[src/design/aof_pkg.sv]
// shared constants and types for the accelerometer output and sample fifo block
// assumes a serial front end that turns host transfers into byte read/write requests
package aof_pkg;
    localparam int AOF_DEPTH  = 32;                  // fifo entries of one xyz sample
    localparam int AOF_AXIS_W = 14;                  // accel axis width
    localparam int AOF_CNT_W  = 6;                   // sample count and watermark width

    // register map
    localparam logic [7:0] ADDR_STATUS     = 8'h00;
    localparam logic [7:0] ADDR_X_HIGH     = 8'h01;
    localparam logic [7:0] ADDR_X_LOW      = 8'h02;
    localparam logic [7:0] ADDR_Y_HIGH     = 8'h03;
    localparam logic [7:0] ADDR_Y_LOW      = 8'h04;
    localparam logic [7:0] ADDR_Z_HIGH     = 8'h05;
    localparam logic [7:0] ADDR_Z_LOW      = 8'h06;
    localparam logic [7:0] ADDR_FIFO_SETUP = 8'h09;
    localparam logic [7:0] ADDR_RANGE_CFG  = 8'h0E;
    localparam logic [7:0] ADDR_CUTOFF_CFG = 8'h0F;
    localparam logic [7:0] ADDR_MAG_FIRST  = 8'h33;  // magnetic x high
    localparam logic [7:0] ADDR_MAG_LAST   = 8'h38;  // magnetic z low
    localparam logic [7:0] ADDR_STEP       = 8'h01;
    localparam logic [7:0] ADDR_FAST_STEP  = 8'h02;

    // fifo_setup fields
    localparam int SETUP_MODE_LSB = 6;
    localparam logic [1:0] FMODE_OFF  = 2'h0;
    localparam logic [1:0] FMODE_CIRC = 2'h1;
    localparam logic [1:0] FMODE_STOP = 2'h2;
    localparam logic [1:0] FMODE_TRIG = 2'h3;

    // accel_range_cfg and highpass_cutoff_cfg fields
    localparam int RANGE_HPF_BIT   = 4;
    localparam int CUT_HPF_BYP_BIT = 5;
    localparam int CUT_LPF_EN_BIT  = 4;
    localparam logic [7:0] RANGE_CFG_MASK  = 8'h13;
    localparam logic [7:0] CUTOFF_CFG_MASK = 8'h33;
    localparam logic [7:0] CFG_RESET       = 8'h00;

    // left-justified byte split of an axis, and the watermark off value
    localparam int AXIS_HI_LSB          = 6;
    localparam logic [1:0] LOW_PAD      = 2'h0;
    localparam logic [AOF_CNT_W-1:0] WMRK_OFF = 6'h00;

    typedef struct packed {
        logic [AOF_AXIS_W-1:0] x;
        logic [AOF_AXIS_W-1:0] y;
        logic [AOF_AXIS_W-1:0] z;
    } aof_sample_t;

    typedef struct packed {
        logic [15:0] x;
        logic [15:0] y;
        logic [15:0] z;
    } aof_mag_t;

    typedef struct packed {
        logic       rd;                              // read one byte
        logic       wr;                              // write one byte
        logic       burst;                           // continue at internal pointer
        logic [7:0] addr;                            // start address when not burst
        logic [7:0] wdata;
    } aof_req_t;
endpackage : aof_pkg

[src/design/aof_top.sv]
// sample fifo and the accelerometer output/config register block
// assumes one request per cycle at most, synchronous inputs, and a sample
// source that presents raw and high-pass data together with rate ticks
//
// How it works
// RULE1 - axis samples are 14-bit two's complement, left-justified over high and low byte
// RULE2 - fifo off shows current sample; fifo on shows oldest of up to 32
// RULE3 - burst order x,y,z high then low; fast-read skips low bytes
// RULE4 - a directly addressed low byte returns low data whatever fast-read says
// RULE5 - hybrid combined burst gives accel then magnetic bytes, fast-read high only
// RULE6 - with fifo on, 0x01 gives fifo head and direct 0x02-0x06 read zero
// RULE7 - auto-increment spans status and six output bytes, 0x00 to 0x06
// RULE8 - mode 00 off, 01 circular, 10 stop when full, 11 trigger
// RULE9 - flush on fifo off, on auto wake/sleep rate change, on standby to active
// RULE10 - writing mode 00 clears overflow, watermark flag and count
// RULE11 - overflow flag sets when count reaches 32
// RULE12 - watermark flag while count at or above watermark; zero watermark disables
// RULE13 - in trigger mode the watermark gives the retained pre-trigger samples
// RULE14 - host writes watermark only in standby, never switches between nonzero modes
// RULE15 - fifo keeps accepting samples past the watermark
// RULE16 - push at active rate tick, or sleep rate tick while auto-sleep holds
// RULE17 - a fifo read returns oldest sample, removes it, count drops by one
// RULE18 - next fifo read starts at x of the following entry; unread y,z lost
// RULE19 - trigger mode circular until trigger, then fills and drops newest when full
// RULE20 - 2-bit range field selects 2, 4 or 8 g; 11 reserved
// RULE21 - high-pass enable bit routes filtered data to the outputs
// RULE22 - cutoff bits bypass tap high-pass and enable tap low-pass
// RULE23 - cutoff choice scales corner; hybrid operation halves it
// RULE24 - each fifo entry holds x, y and z taken at one rate tick

// plain first-in first-out store with valid/ready on both sides
module aof_fifo #(
    parameter int WIDTH = 42,
    parameter int DEPTH = 32
) (
    input  wire logic                       core_clk_i,  // block clock
    input  wire logic                       rst_b_i,     // sync reset, low
    input  wire logic                       flush_i,     // empty the store
    input  wire logic                       in_valid_i,  // write offered
    output logic                            in_ready_o,  // room or pop this cycle
    input  wire logic [WIDTH-1:0]           in_data_i,   // write word
    output logic                            out_valid_o, // head present
    input  wire logic                       out_ready_i, // pop head
    output logic [WIDTH-1:0]                out_data_o,  // head word
    output logic [$clog2(DEPTH+1)-1:0]      count_o      // stored words
);
    localparam int IW = $clog2(DEPTH);
    localparam int CW = $clog2(DEPTH+1);
    localparam logic [IW-1:0] LAST_IDX  = IW'(DEPTH - 1);
    localparam logic [CW-1:0] FULL_CNT  = CW'(DEPTH);
    localparam logic [CW-1:0] CNT_ONE   = CW'(1);

    logic [WIDTH-1:0] mem_reg [DEPTH];
    logic [IW-1:0]    wr_idx_reg;
    logic [IW-1:0]    rd_idx_reg;
    logic [CW-1:0]    count_reg;
    logic             push;
    logic             pop;

    // a full store still takes a word when the head leaves in the same cycle
    assign in_ready_o  = (count_reg != FULL_CNT) || out_ready_i;
    assign out_valid_o = (count_reg != '0);
    assign push        = in_valid_i && in_ready_o && !flush_i;
    assign pop         = out_ready_i && out_valid_o && !flush_i;
    assign out_data_o  = mem_reg[rd_idx_reg];
    assign count_o     = count_reg;

    // storage
    always_ff @(posedge core_clk_i) begin
        if (push) begin
            mem_reg[wr_idx_reg] <= in_data_i;
        end
    end

    // pointers and count
    always_ff @(posedge core_clk_i) begin
        if (!rst_b_i || flush_i) begin
            wr_idx_reg <= '0;
            rd_idx_reg <= '0;
            count_reg  <= '0;
        end else begin
            if (push) begin
                wr_idx_reg <= (wr_idx_reg == LAST_IDX) ? '0 : wr_idx_reg + 1'b1;
            end
            if (pop) begin
                rd_idx_reg <= (rd_idx_reg == LAST_IDX) ? '0 : rd_idx_reg + 1'b1;
            end
            if (push && !pop) begin
                count_reg <= count_reg + CNT_ONE;
            end else if (pop && !push) begin
                count_reg <= count_reg - CNT_ONE;
            end
        end
    end
endmodule // aof_fifo

module aof_top
    import aof_pkg::*;
#(
    parameter int DEPTH = AOF_DEPTH
) (
    input  wire logic        core_clk_i,      // block clock, 125 MHz
    input  wire logic        rst_b_i,         // sync reset, low
    input  wire aof_req_t    req_i,           // register request from serial front end
    output logic [7:0]       rdata_o,         // read byte
    output logic             rvalid_o,        // rdata_o valid, one cycle
    input  wire logic [7:0]  status_i,        // sample_ready_status byte
    input  wire aof_sample_t raw_sample_i,    // unfiltered sample
    input  wire aof_sample_t hp_sample_i,     // high-pass filtered sample
    input  wire aof_mag_t    mag_sample_i,    // magnetic sample
    input  wire logic        active_tick_i,   // active_rate sample tick
    input  wire logic        sleep_tick_i,    // sleep rate sample tick
    input  wire logic        sleep_i,         // auto-sleep in effect
    input  wire logic        active_i,        // system_control_one active bit
    input  wire logic        fast_read_i,     // system_control_one fast-read bit
    input  wire logic        hybrid_i,        // hybrid accel plus mag operation
    input  wire logic        hyb_autoinc_i,   // mag_control_two combined burst bit
    input  wire logic        trigger_i,       // fifo trigger event
    output logic [1:0]       range_choice_o,  // full-scale range select
    output logic             hpf_out_en_o,    // output high-pass enabled
    output logic             tap_hpf_byp_o,   // tap high-pass bypass
    output logic             tap_lpf_en_o,    // tap low-pass enable
    output logic [1:0]       cutoff_sel_o,    // high-pass cutoff choice
    output logic [2:0]       corner_shift_o,  // log2 of corner divisor
    output logic [AOF_CNT_W-1:0] fifo_count_o, // stored samples
    output logic             fifo_ovf_o,      // overflow flag
    output logic             fifo_wmrk_o      // watermark flag
);
    localparam int SW = $bits(aof_sample_t);
    localparam logic [AOF_CNT_W-1:0] FULL_CNT = AOF_CNT_W'(DEPTH);

    logic [1:0]           mode_reg;
    logic [AOF_CNT_W-1:0] wmrk_reg;
    logic [7:0]           range_reg;
    logic [7:0]           cutoff_reg;
    logic [7:0]           ptr_reg;
    logic [7:0]           rdata_reg;
    logic                 rvalid_reg;
    logic                 ovf_reg;
    logic                 wmk_reg;
    logic                 trig_reg;
    logic                 fifo_burst_reg;
    logic                 sleep_prev_reg;
    logic                 active_prev_reg;
    aof_sample_t          cur_reg;
    aof_sample_t          shadow_reg;
    aof_sample_t          sel_sample;
    aof_sample_t          head;
    logic [7:0]           addr_eff;
    logic [7:0]           rd_byte;
    logic                 fifo_on;
    logic                 tick;
    logic                 flush;
    logic                 circ;
    logic [AOF_CNT_W-1:0] limit;
    logic                 drop;
    logic                 host_pop;
    logic                 in_ready;
    logic                 out_valid;
    logic                 mode_wr;
    logic [SW-1:0]        head_bits;

    // high or low byte of one left-justified axis
    function automatic logic [7:0] axis_byte(input logic [AOF_AXIS_W-1:0] d, input logic low);
        return low ? {d[AXIS_HI_LSB-1:0], LOW_PAD} : d[AOF_AXIS_W-1:AXIS_HI_LSB]; // RULE1
    endfunction

    // byte of an accel sample at an output address
    function automatic logic [7:0] sample_byte(input aof_sample_t s, input logic [7:0] a);
        case (a)
            ADDR_X_HIGH: return axis_byte(s.x, 1'b0);
            ADDR_X_LOW:  return axis_byte(s.x, 1'b1);
            ADDR_Y_HIGH: return axis_byte(s.y, 1'b0);
            ADDR_Y_LOW:  return axis_byte(s.y, 1'b1);
            ADDR_Z_HIGH: return axis_byte(s.z, 1'b0);
            ADDR_Z_LOW:  return axis_byte(s.z, 1'b1);
            default:     return '0;
        endcase
    endfunction

    // byte of the magnetic sample, big-endian per axis
    function automatic logic [7:0] mag_byte(input aof_mag_t m, input logic [7:0] a);
        logic [7:0] i;
        i = a - ADDR_MAG_FIRST;
        case (i)
            8'h00:   return m.x[15:8];
            8'h01:   return m.x[7:0];
            8'h02:   return m.y[15:8];
            8'h03:   return m.y[7:0];
            8'h04:   return m.z[15:8];
            8'h05:   return m.z[7:0];
            default: return '0;
        endcase
    endfunction

    // auto-increment: fast-read steps over low bytes, hybrid burst runs on into mag
    function automatic logic [7:0] next_addr(input logic [7:0] a, input logic fast,
                                             input logic hyb);
        logic in_acc;
        logic in_mag;
        in_acc = (a >= ADDR_X_HIGH) && (a <= ADDR_Z_LOW);
        in_mag = (a >= ADDR_MAG_FIRST) && (a <= ADDR_MAG_LAST);
        if (in_acc && ((fast && a >= ADDR_Z_HIGH) || a == ADDR_Z_LOW)) begin
            return hyb ? ADDR_MAG_FIRST : ADDR_STATUS;               // RULE7 RULE5
        end else if (in_mag && ((fast && a >= ADDR_MAG_LAST - ADDR_STEP) ||
                                a == ADDR_MAG_LAST)) begin
            return ADDR_STATUS;                                      // RULE5
        end else if ((in_acc || in_mag) && fast) begin
            return a + ADDR_FAST_STEP;                               // RULE3
        end else begin
            return a + ADDR_STEP;                                    // RULE3 RULE7
        end
    endfunction

    assign fifo_on   = (mode_reg != FMODE_OFF);
    assign addr_eff  = req_i.burst ? ptr_reg : req_i.addr;
    assign mode_wr   = req_i.wr && addr_eff == ADDR_FIFO_SETUP;
    assign head      = aof_sample_t'(head_bits);
    assign sel_sample = range_reg[RANGE_HPF_BIT] ? hp_sample_i : raw_sample_i; // RULE21

    // sample clock follows the rate that is in force
    assign tick = sleep_i ? sleep_tick_i : active_tick_i;                   // RULE16

    // flush on disable, rate switch and start of activity
    assign flush = !fifo_on || (sleep_i != sleep_prev_reg) ||
                   (active_i && !active_prev_reg);                          // RULE9

    // circular until triggered; trigger mode keeps only the pre-trigger depth
    assign circ  = (mode_reg == FMODE_CIRC) || (mode_reg == FMODE_TRIG && !trig_reg); // RULE8 RULE19
    assign limit = (mode_reg == FMODE_TRIG && wmrk_reg != WMRK_OFF) ? wmrk_reg : FULL_CNT; // RULE13
    assign drop  = tick && circ && out_valid && fifo_count_o >= limit && !host_pop;
    // a read at the x high byte takes the whole entry off the fifo
    assign host_pop = req_i.rd && fifo_on && out_valid && addr_eff == ADDR_X_HIGH; // RULE17

    aof_fifo #(
        .WIDTH (SW),
        .DEPTH (DEPTH)
    ) u_fifo (
        .core_clk_i  (core_clk_i),
        .rst_b_i     (rst_b_i),
        .flush_i     (flush),
        .in_valid_i  (tick && fifo_on),              // RULE15 RULE24
        .in_ready_o  (in_ready),
        .in_data_i   (sel_sample),
        .out_valid_o (out_valid),
        .out_ready_i (host_pop || drop),
        .out_data_o  (head_bits),
        .count_o     (fifo_count_o)
    );

    // edge history for flush detection
    always_ff @(posedge core_clk_i) begin
        if (!rst_b_i) begin
            sleep_prev_reg  <= 1'b0;
            active_prev_reg <= 1'b0;
        end else begin
            sleep_prev_reg  <= sleep_i;
            active_prev_reg <= active_i;
        end
    end

    // configuration registers; watermark is only legal in standby, not policed here
    always_ff @(posedge core_clk_i) begin
        if (!rst_b_i) begin
            mode_reg   <= FMODE_OFF;
            wmrk_reg   <= WMRK_OFF;
            range_reg  <= CFG_RESET;
            cutoff_reg <= CFG_RESET;
        end else if (req_i.wr) begin
            case (addr_eff)
                ADDR_FIFO_SETUP: begin
                    mode_reg <= req_i.wdata[SETUP_MODE_LSB +: 2];    // RULE8 RULE14
                    wmrk_reg <= req_i.wdata[AOF_CNT_W-1:0];
                end
                ADDR_RANGE_CFG:  range_reg  <= req_i.wdata & RANGE_CFG_MASK;  // RULE20
                ADDR_CUTOFF_CFG: cutoff_reg <= req_i.wdata & CUTOFF_CFG_MASK; // RULE22
                default: ;
            endcase
        end
    end

    // trigger latch, cleared with every flush
    always_ff @(posedge core_clk_i) begin
        if (!rst_b_i || flush) begin
            trig_reg <= 1'b0;
        end else if (trigger_i && mode_reg == FMODE_TRIG) begin
            trig_reg <= 1'b1;                                        // RULE19
        end
    end

    // overflow is sticky; the set beats a same-cycle clear
    always_ff @(posedge core_clk_i) begin
        if (!rst_b_i) begin
            ovf_reg <= 1'b0;
        end else if (fifo_on && fifo_count_o == FULL_CNT) begin
            ovf_reg <= 1'b1;                                         // RULE11
        end else if ((mode_wr && req_i.wdata[SETUP_MODE_LSB +: 2] == FMODE_OFF) || !fifo_on) begin
            ovf_reg <= 1'b0;                                         // RULE10
        end
    end

    // watermark level, follows the count
    always_ff @(posedge core_clk_i) begin
        if (!rst_b_i) begin
            wmk_reg <= 1'b0;
        end else begin
            wmk_reg <= fifo_on && wmrk_reg != WMRK_OFF && fifo_count_o >= wmrk_reg; // RULE12
        end
    end

    // current sample for the non-fifo view
    always_ff @(posedge core_clk_i) begin
        if (!rst_b_i) begin
            cur_reg <= '0;
        end else if (tick) begin
            cur_reg <= sel_sample;                                   // RULE2
        end
    end

    // popped entry feeds x low, y and z of the same burst only
    always_ff @(posedge core_clk_i) begin
        if (!rst_b_i) begin
            shadow_reg     <= '0;
            fifo_burst_reg <= 1'b0;
        end else if (req_i.rd || req_i.wr) begin
            if (host_pop) begin
                shadow_reg <= head;                                  // RULE18
            end
            fifo_burst_reg <= fifo_on && addr_eff >= ADDR_X_HIGH && addr_eff <= ADDR_Z_LOW &&
                              (host_pop || (req_i.burst && fifo_burst_reg)); // RULE18
        end
    end

    // read byte selection
    always_comb begin
        rd_byte = '0;
        case (addr_eff)
            ADDR_STATUS: rd_byte = fifo_on ? {ovf_reg, wmk_reg, fifo_count_o} : status_i;
            ADDR_X_HIGH: rd_byte = fifo_on ? (out_valid ? sample_byte(head, addr_eff) : '0)
                                           : sample_byte(cur_reg, addr_eff);      // RULE2 RULE6
            ADDR_X_LOW, ADDR_Y_HIGH, ADDR_Y_LOW, ADDR_Z_HIGH, ADDR_Z_LOW: begin
                if (!fifo_on) begin
                    rd_byte = sample_byte(cur_reg, addr_eff);        // RULE4
                end else if (req_i.burst && fifo_burst_reg) begin
                    rd_byte = sample_byte(shadow_reg, addr_eff);     // RULE18
                end else begin
                    rd_byte = '0;                                    // RULE6
                end
            end
            ADDR_FIFO_SETUP: rd_byte = {mode_reg, wmrk_reg};
            ADDR_RANGE_CFG:  rd_byte = range_reg;
            ADDR_CUTOFF_CFG: rd_byte = cutoff_reg;
            default: begin
                if (addr_eff >= ADDR_MAG_FIRST && addr_eff <= ADDR_MAG_LAST) begin
                    rd_byte = mag_byte(mag_sample_i, addr_eff);      // RULE5
                end
            end
        endcase
    end

    // answer one cycle after the request, pointer steps on every access
    always_ff @(posedge core_clk_i) begin
        if (!rst_b_i) begin
            ptr_reg    <= ADDR_STATUS;
            rdata_reg  <= '0;
            rvalid_reg <= 1'b0;
        end else begin
            rvalid_reg <= req_i.rd;
            if (req_i.rd) begin
                rdata_reg <= rd_byte;
            end
            if (req_i.rd || req_i.wr) begin
                ptr_reg <= next_addr(addr_eff, fast_read_i, hybrid_i && hyb_autoinc_i); // RULE3
            end
        end
    end

    assign rdata_o        = rdata_reg;
    assign rvalid_o       = rvalid_reg;
    assign fifo_ovf_o     = ovf_reg;
    assign fifo_wmrk_o    = wmk_reg;
    assign range_choice_o = range_reg[1:0];                          // RULE20
    assign hpf_out_en_o   = range_reg[RANGE_HPF_BIT];                // RULE21
    assign tap_hpf_byp_o  = cutoff_reg[CUT_HPF_BYP_BIT];             // RULE22
    assign tap_lpf_en_o   = cutoff_reg[CUT_LPF_EN_BIT];              // RULE22
    assign cutoff_sel_o   = cutoff_reg[1:0];
    // hybrid halves the rate, so the corner sits one more octave down
    assign corner_shift_o = {1'b0, cutoff_reg[1:0]} + {2'h0, hybrid_i}; // RULE23
endmodule // aof_top

[config.mk]
export PLATFORM = sky130hd
export DESIGN_NAME = aof_top
export DESIGN_NICKNAME = d
export VERILOG_FILES = /design/src/design/aof_pkg.sv /design/src/design/aof_top.sv
export SDC_FILE = /design/constraint.sdc
export NUM_CORES = 1
export LEC_CHECK = 0
export BUFFER_PORTS_ARGS = -buffer_cell sky130_fd_sc_hd__buf_2
export CORE_ASPECT_RATIO = 1.1
export CORE_MARGIN = 5
export CORE_UTILIZATION = 35
export DETAILED_ROUTE_END_ITERATION = 12
export PLACE_DENSITY = 0.59
export SYNTH_ARGS = -nofsm -noshare
export SYNTH_HDL_FRONTEND = slang
export SYNTH_SLANG_ARGS = --single-unit
[constraint.sdc]
create_clock -name core_clk_i -period 4.75 [get_ports core_clk_i]
set_clock_uncertainty 0.15 [all_clocks]
set_input_delay 0.2375 -clock core_clk_i [delete_from_list [all_inputs] [get_ports core_clk_i]]
set_output_delay 0.2375 -clock core_clk_i [all_outputs]
set_load 0.02 [all_outputs]
==> results by group, run 1 <==
Synthesis
  – Post-synth EDFFs: 1,344
  – Most used DFF post-synth: edfxtp_1
  – Yosys warning total: 0
  – Post-Syn Instances: 2,884
  – Seq/Total Area, Yosys: 0.734
  – Syn_nets: 3,089
  – Synth unique cells: 70
  – Mean Syn Cell Area: 20.4 µm²
  – Mapped cell area: 0.0587 mm²
  – Register bit total from synthesis: 1,479
  – Post-synth ARST share: 0

Power and ir drop
  – Clock share of power: 0.444
  – Pleak: 21.3 nW
  – Pwr per Cell Area: 389 mW/mm²
  – Reg power frac: 0.531
  – Sw Share: 0.205
  – Total power: 0.0268 W
  – Internal: 0.0213 W
  – Peak VDD IR: 0.000309 V
  – Comb pwr share: 0.025
  – Net Sw Power: 0.00550 W

Cells and area
  – Storage cell area: 0.0431 mm²
  – Synthesis-to-finish area growth: 17.5%
  – Area of the multi-input gates: 0.0152 mm²
  – Layout fillers: 14,600
  – Design area: 0.0690 mm²
  – Antenna cells: 0
  – Max FFs per register: 1,344
  – Non-filler cells, final: 5,599
  – Share of cells above drive strength 1: 0.310
  – Final Net Count: 3,455

Clock tree
  – Clock Pin Slew Worst Setup and Hold Paths: 0.06 ns
  – Clock sink count: 1,479
  – Clk_lat worst skew: 0.78 ns
  – Clock tree buffer depth: 3
  – CTS tree: built
  – Num CTS Buffers: 151
  – Number of setup buffers added after CTS: 0
  – Root buffer cell: clkbuf_16
  – Clock H-tree levels: 4

Drt
  – DR DRC count: 0
  – Routed wire per std cell: 28.9 µm
  – WL final: 162 mm
  – Pre-antenna DRT Iters: 5
  – Vias: 30,500
  – Via density: 5.45
  – Routed Antenna Nets: 0
  – DRT iter0 DRCs: 3,241

Timing
  – Minimum clock period: 4.47 ns
  – Final Cycle Share: 0.941
  – Worst Max-Slew Pin Slew: 1.04 ns
  – Slew headroom: 0.305
  – Final Hold Viols: 0
  – Unrepaired setup endpoints after global routing: no
  – FMAX: 224 MHz
  – Final worst slack: 0.278 ns
  – Final setup violation count: 0
  – Slew Viols, Final: 0

Global route
  – Vias in the first global route: 31,200
  – First-pass GRT wire length: 232 mm
  – Met3 Use GR: 0.0362
  – Grt peak-use layer: met2
  – Initial antenna violation count: 4
  – Gr ovfl total: 0
  – Largest net degree at the start of global routing: 70
  – Met1 GRT Util: 0.249
  – Overall Global Routing Usage: 0.181
  – Met2 GRT Util: 0.300

Floorplan
  – Initial Util: 0.352
  – Die area: 0.176 mm²
  – Number of I/O pins: 196
  – Row cnt: 157
  – Die Span X: 400 µm
  – Core Area: 0.167 mm²
  – Die Span Y: 440 µm

Placed design
  – Port buffer count: 195
  – Placed inst area: 0.0634 mm²
  – RePlAce Congestion: 0.865
  – Place WS: 0.427 ns
  – Placed insts: 5,264
  – Dpl hpwl: 97.4 mm

Setup path
  – Worst Setup Path Type: reg -> reg
  – Crit. End Element: flop
  – Cell Chain, Critical Path: or3b_1, a222oi_1, buf_4, and2_0, buf_4, a22oi_1, a31oi_1, a2111oi_0, dlygate4sd3_1, a31oi_1
  – Crit Path Max Fanout: 12
  – R2R setup slack: 0.28 ns
  – Worst path max stage delay: 0.79 ns
  – Startpoint Class: flop
  – CP max stage cell: and2_0
  – WP data arrival: 5.03 ns
  – Critical path required time: 5.31 ns

Run
  – Max-cap violations: 0

Min path
  – Worst hold path class: in -> reg

Status
  – Status: complete, no violations
==> worst paths after layout <==
| path | depth (start not counted) | start | to |
|---|---|---|---|
| setup / recovery | 10 | ptr_reg[4] | rdata_o[5] |
| hold / removal | 7 | status_i[7] | rdata_o[7] |
| setup reg to reg | 10 | ptr_reg[4] | rdata_o[5] |
| hold reg to reg | 2 | cur_reg[20] | cur_reg[20] |
==> power by group through the flow <==
stage / Combinational (W) / Sequential [W] / Clock [W]
after floorplan: 0.000333 / 0.0145 / 0
after global placement: 0.000625 / 0.0145 / 0
after detailed placement: 0.000633 / 0.0145 / 0
after CTS: 0.000670 / 0.0142 / 0.0121
after global routing: 0.000729 / 0.0142 / 0.0127
final: 0.000676 / 0.0142 / 0.0119
==> cell families after synthesis <==
group	Yosys count	synth area share
xor gates and xnor gates	12	0.00179
adders and majority gates	36	0.00780
muxes	569	0.187
buffers and inverters	188	0.0128
AOI/OAI and AO/OA	252	0.0296
and+or+nand+nor	348	0.0275
DFF	1479	0.734
==> synth_stat cells, types with 5 or more instances <==
| master | number | area [µm²] |
|---|---|---|
| a211oi_1 | 38 | 285 |
| a21oi_1 | 59 | 295 |
| a221oi_1 | 11 | 96.3 |
| a222oi_1 | 8 | 80.1 |
| a22oi_1 | 38 | 285 |
| a31oi_1 | 19 | 119 |
| and2_1 | 8 | 50.1 |
| and3_1 | 13 | 81.3 |
| buf_1 | 36 | 135 |
| buf_2 | 28 | 140 |
| clkbuf_1 | 100 | 375 |
| dfxtp_1 | 135 | 2700 |
| edfxtp_1 | 1344 | 40400 |
| ha_1 | 35 | 438 |
| inv_1 | 21 | 78.8 |
| mux2_2 | 51 | 574 |
| mux2i_1 | 101 | 1010 |
| mux4_2 | 417 | 9390 |
| nand2_1 | 69 | 259 |
| nand2b_1 | 5 | 31.3 |
| nand3_1 | 27 | 135 |
| nand3b_1 | 6 | 45.0 |
| nand4_1 | 5 | 31.3 |
| nor2_1 | 166 | 623 |
| nor3_1 | 8 | 40.0 |
| nor3b_1 | 5 | 37.5 |
| o21a_1 | 5 | 37.5 |
| o21ai_0 | 30 | 150 |
| or3_1 | 5 | 31.3 |
| xnor2_1 | 8 | 70.1 |
==> critical path, delay by kind of cell (launching register included) <==
kind | cells | cell delay, ns
flops | 1 | 0.40
buf+inv | 3 | 1.17
compound gates | 5 | 1.47
simple gates | 2 | 1.24
==> area by class of cell <==
cell class | count | share of cell area
multi-input cells | 1217 | 0.220
repair buffers | 379 | 0.0423
well taps | 2226 | 0.0404
flip-flops and latches | 1479 | 0.625
clock buffers | 193 | 0.0583
inverters | 22 | 0.00123
clock inverters | 83 | 0.0134
==> metrics by stage <==
| step | hold slack, ns | util | setup TNS (ns) |
|---|---|---|---|
| floorplan | 0.209 | - | -398.65 |
| global placement | 0.315 | 0.381 | 0 |
| finish | 0.0728 | 0.414 | 0 |
| CTS | 0.0179 | 0.414 | 0 |
| global route | 0.0724 | 0.414 | 0 |
| detailed placement | 0.307 | 0.381 | 0 |
==> layout by cell type, fill, tap and decap left out, types with 27 or more instances in the layout <==
cell type	n
a211oi_1	38
mux2_2	50
buf_12	33
dlygate4sd3_1	59
mux2i_1	101
buf_4	92
nor2_1	133
o21ai_0	30
a21oi_1	59
clkbuf_1	36
ha_1	33
buf_2	195
clkbuf_16	153
a22oi_1	38
edfxtp_1	1344
clkinv_1	35
mux4_2	417
nand3_1	27
nand2_1	69
nor2_4	32
dfxtp_1	129
==> metal layers <==
| layer | part of all wire | wire length, µm | up-vias |
|---|---|---|---|
| met1 | 0.42 | 67700 | 16300 |
| met2 | 0.49 | 78900 | 1222 |
| met4 | 0.021 | 3450 | 0 |
| li1 | - | - | 12800 |
| met3 | 0.071 | 11600 | 195 |
| met5 | 0 | 0 | - |
==> what timing repair did <==
action / 4_1_cts / 5_1_grt
hold endpoints to repair: 36 / 0
gates resized for setup: 0 / 4
setup endpoints to repair: 0 / 5
hold buffers: 59 / 0
Power figures use the tool's default switching activity.
==> run 2: changes to the inputs <==
==> constraint.sdc (replaced) <==
create_clock -name core_clk_i -period 4.75 [get_ports core_clk_i]
set_clock_uncertainty 0.15 [all_clocks]
set_input_delay 0.95 -clock core_clk_i [delete_from_list [all_inputs] [get_ports core_clk_i]]
set_output_delay 0.95 -clock core_clk_i [all_outputs]
set_load 0.02 [all_outputs]
==> results by group, run 2 (synthesis results as in run 1) <==
Global route
  – Initial antenna violation count: 13
  – Overall Global Routing Usage: 0.178
  – Largest net degree at the start of global routing: 68
  – Vias in the first global route: 30,600
  – First-pass GRT wire length: 227 mm
  – Gr ovfl total: 0

Floorplan
  – Row cnt: 157
  – Die Span X: 400 µm
  – Die area: 0.176 mm²
  – Die Span Y: 440 µm
  – Core Area: 0.167 mm²
  – Number of I/O pins: 196
  – Initial Util: 0.352

Placed design
  – Port buffer count: 195
  – Dpl hpwl: 94.9 mm
  – Place WS: 0.0560 ns
  – RePlAce Congestion: 0.867
  – Placed insts: 5,282

Drt
  – WL final: 160 mm
  – DRT iter0 DRCs: 3,184
  – Pre-antenna DRT Iters: 5
  – Via density: 5.44
  – Routed wire per std cell: 28.7 µm
  – Routed Antenna Nets: 0
  – DR DRC count: 0
  – Vias: 30,300

Clock tree
  – Clk_lat worst skew: 0.78 ns
  – Num CTS Buffers: 147
  – CTS tree: built
  – Clock H-tree levels: 4
  – CTS Hold Bufs: 0
  – Root buffer cell: clkbuf_16
  – Clock sink count: 1,479
  – Number of setup buffers added after CTS: 0
  – Clock Pin Slew Worst Setup and Hold Paths: 0.06 ns
  – Clock tree buffer depth: 3
  – CTS resizes: 0

Min path
  – Hold Crit Depth: 2
  – WHS Endpoint: active_prev_reg
  – Worst hold path class: in -> reg
  – Hold Startpoint: active_i

Cells and area
  – Most common cell after layout, fill and taps aside: edfxtp_1
  – Non-filler cells, final: 5,561
  – Share of cells above drive strength 1: 0.315
  – Synthesis-to-finish area growth: 16.5%
  – Max FFs per register: 1,344
  – Final Net Count: 3,410
  – Finished Core Util: 0.411
  – Most frequent cells in the layout: edfxtp_1, mux4_2, buf_2
  – Layout fillers: 14,700

Setup path
  – R2R cell count: 18
  – WP data arrival: 4.55 ns
  – CP max stage cell: dfxtp_1
  – Worst reg2reg path startpoint: mode_reg[1]
  – Cell Chain, Critical Path: and2_0, nand2_1, ha_1, a21o_1, a21o_1, a41oi_1, nor2_1, o211ai_4, ha_1, inv_1, ha_1, a21o_1, a21oi_1, o21bai_1, a21oi_1, xnor2_1, or3_1, a21oi_1
  – Crit. End Element: flop
  – Buf/Inv on CP: 1
  – Startpoint Class: flop
  – Crit Path Max Fanout: 8
  – Worst Setup Path Type: reg -> reg
  – Reg2Reg Capture Point: u_fifo.count_o[5]
  – R2R setup slack: 0.72 ns
  – Critical path required time: 5.27 ns
  – Worst path max stage delay: 0.46 ns
  – Crit path max-delay family: compound AO/OA/AOI/OAI gates

Timing
  – Final worst slack: 0.721 ns
  – Slew Viols, Final: 0
  – FMAX: 248 MHz
  – Slew headroom: 0.270
  – Hold Slack: 0.277 ns
  – Minimum clock period: 4.03 ns
  – Unrepaired setup endpoints after global routing: no
  – Final Cycle Share: 0.848
  – Final Hold Viols: 0
  – Final setup violation count: 0
  – Worst Max-Slew Pin Slew: 1.09 ns

Power and ir drop
  – Pwr per Cell Area: 379 mW/mm²
  – Total power: 0.0259 W
  – Pleak: 21.0 nW
  – Peak VDD IR: 0.000256 V

Status
  – Status: complete, no violations

Run
  – Max-cap violations: 0
==> run 2: where the power goes <==
part	internal (W)	switching [W]
registers	0.0142	0.0000396
clock network	0.00617	0.00484
logic	0.000192	0.000451
total	0.0206	0.00534
==> run 2: worst register-to-register path, cell delays in order, from the launching register on <==
cell and delay [ns]:
dfxtp_1 0.46, and2_0 0.33, nand2_1 0.10, ha_1 0.28
a21o_1 0.16, a21o_1 0.17, a41oi_1 0.28, nor2_1 0.11
o211ai_4 0.17, ha_1 0.19, inv_1 0.06, ha_1 0.27
a21o_1 0.18, a21oi_1 0.22, o21bai_1 0.10, a21oi_1 0.17
xnor2_1 0.09, or3_1 0.31, a21oi_1 0.14
==> run 2: worst max path at each step <==
| stage | startpoint | endpoint | slack [ns] | cells past startpoint |
|---|---|---|---|---|
| after floorplan | req_i[16] | u_fifo.mem_reg[7][0] | -0.42 | 14 |
| after global placement | req_i[16] | u_fifo.count_o[5] | 0.03 | 18 |
| after detailed placement | req_i[16] | u_fifo.count_o[5] | 0.06 | 18 |
| after CTS | mode_reg[1] | u_fifo.count_o[5] | 0.75 | 18 |
| after global routing | mode_reg[1] | u_fifo.count_o[5] | 0.32 | 18 |
| final | mode_reg[1] | u_fifo.count_o[5] | 0.72 | 18 |
==> run 2: stage by stage <==
stage | cell area [µm²] | TNS, ns
6_report | 68400 | 0
4_1_cts | 68400 | 0
5_1_grt | 68400 | 0
2_1_floorplan | 58800 | -562.54
3_3_place_gp | 63900 | 0
3_5_place_dp | 63900 | 0
==> run 2: metal layers <==
layer  share of wire  vias to the layer above  global-route usage
met2            0.49                     1287               0.292
met4           0.024                        2              0.0495
met3           0.077                      213              0.0387
li1                -                    12700                   -
met5        0.000081                        -                   0
met1            0.41                    16100               0.242
==> run 2: area by class of cell <==
type | count | area (µm²) | area share
diodes | 9 | 22.5 | 0.000329
clock buffers | 202 | 4020 | 0.0588
flip-flops and latches | 1479 | 43100 | 0.630
inverters | 22 | 85.1 | 0.00124
repair buffers | 338 | 2760 | 0.0404
clock inverters | 68 | 499 | 0.00730
well taps | 2226 | 2790 | 0.0407
multi-input cells | 1217 | 15100 | 0.221
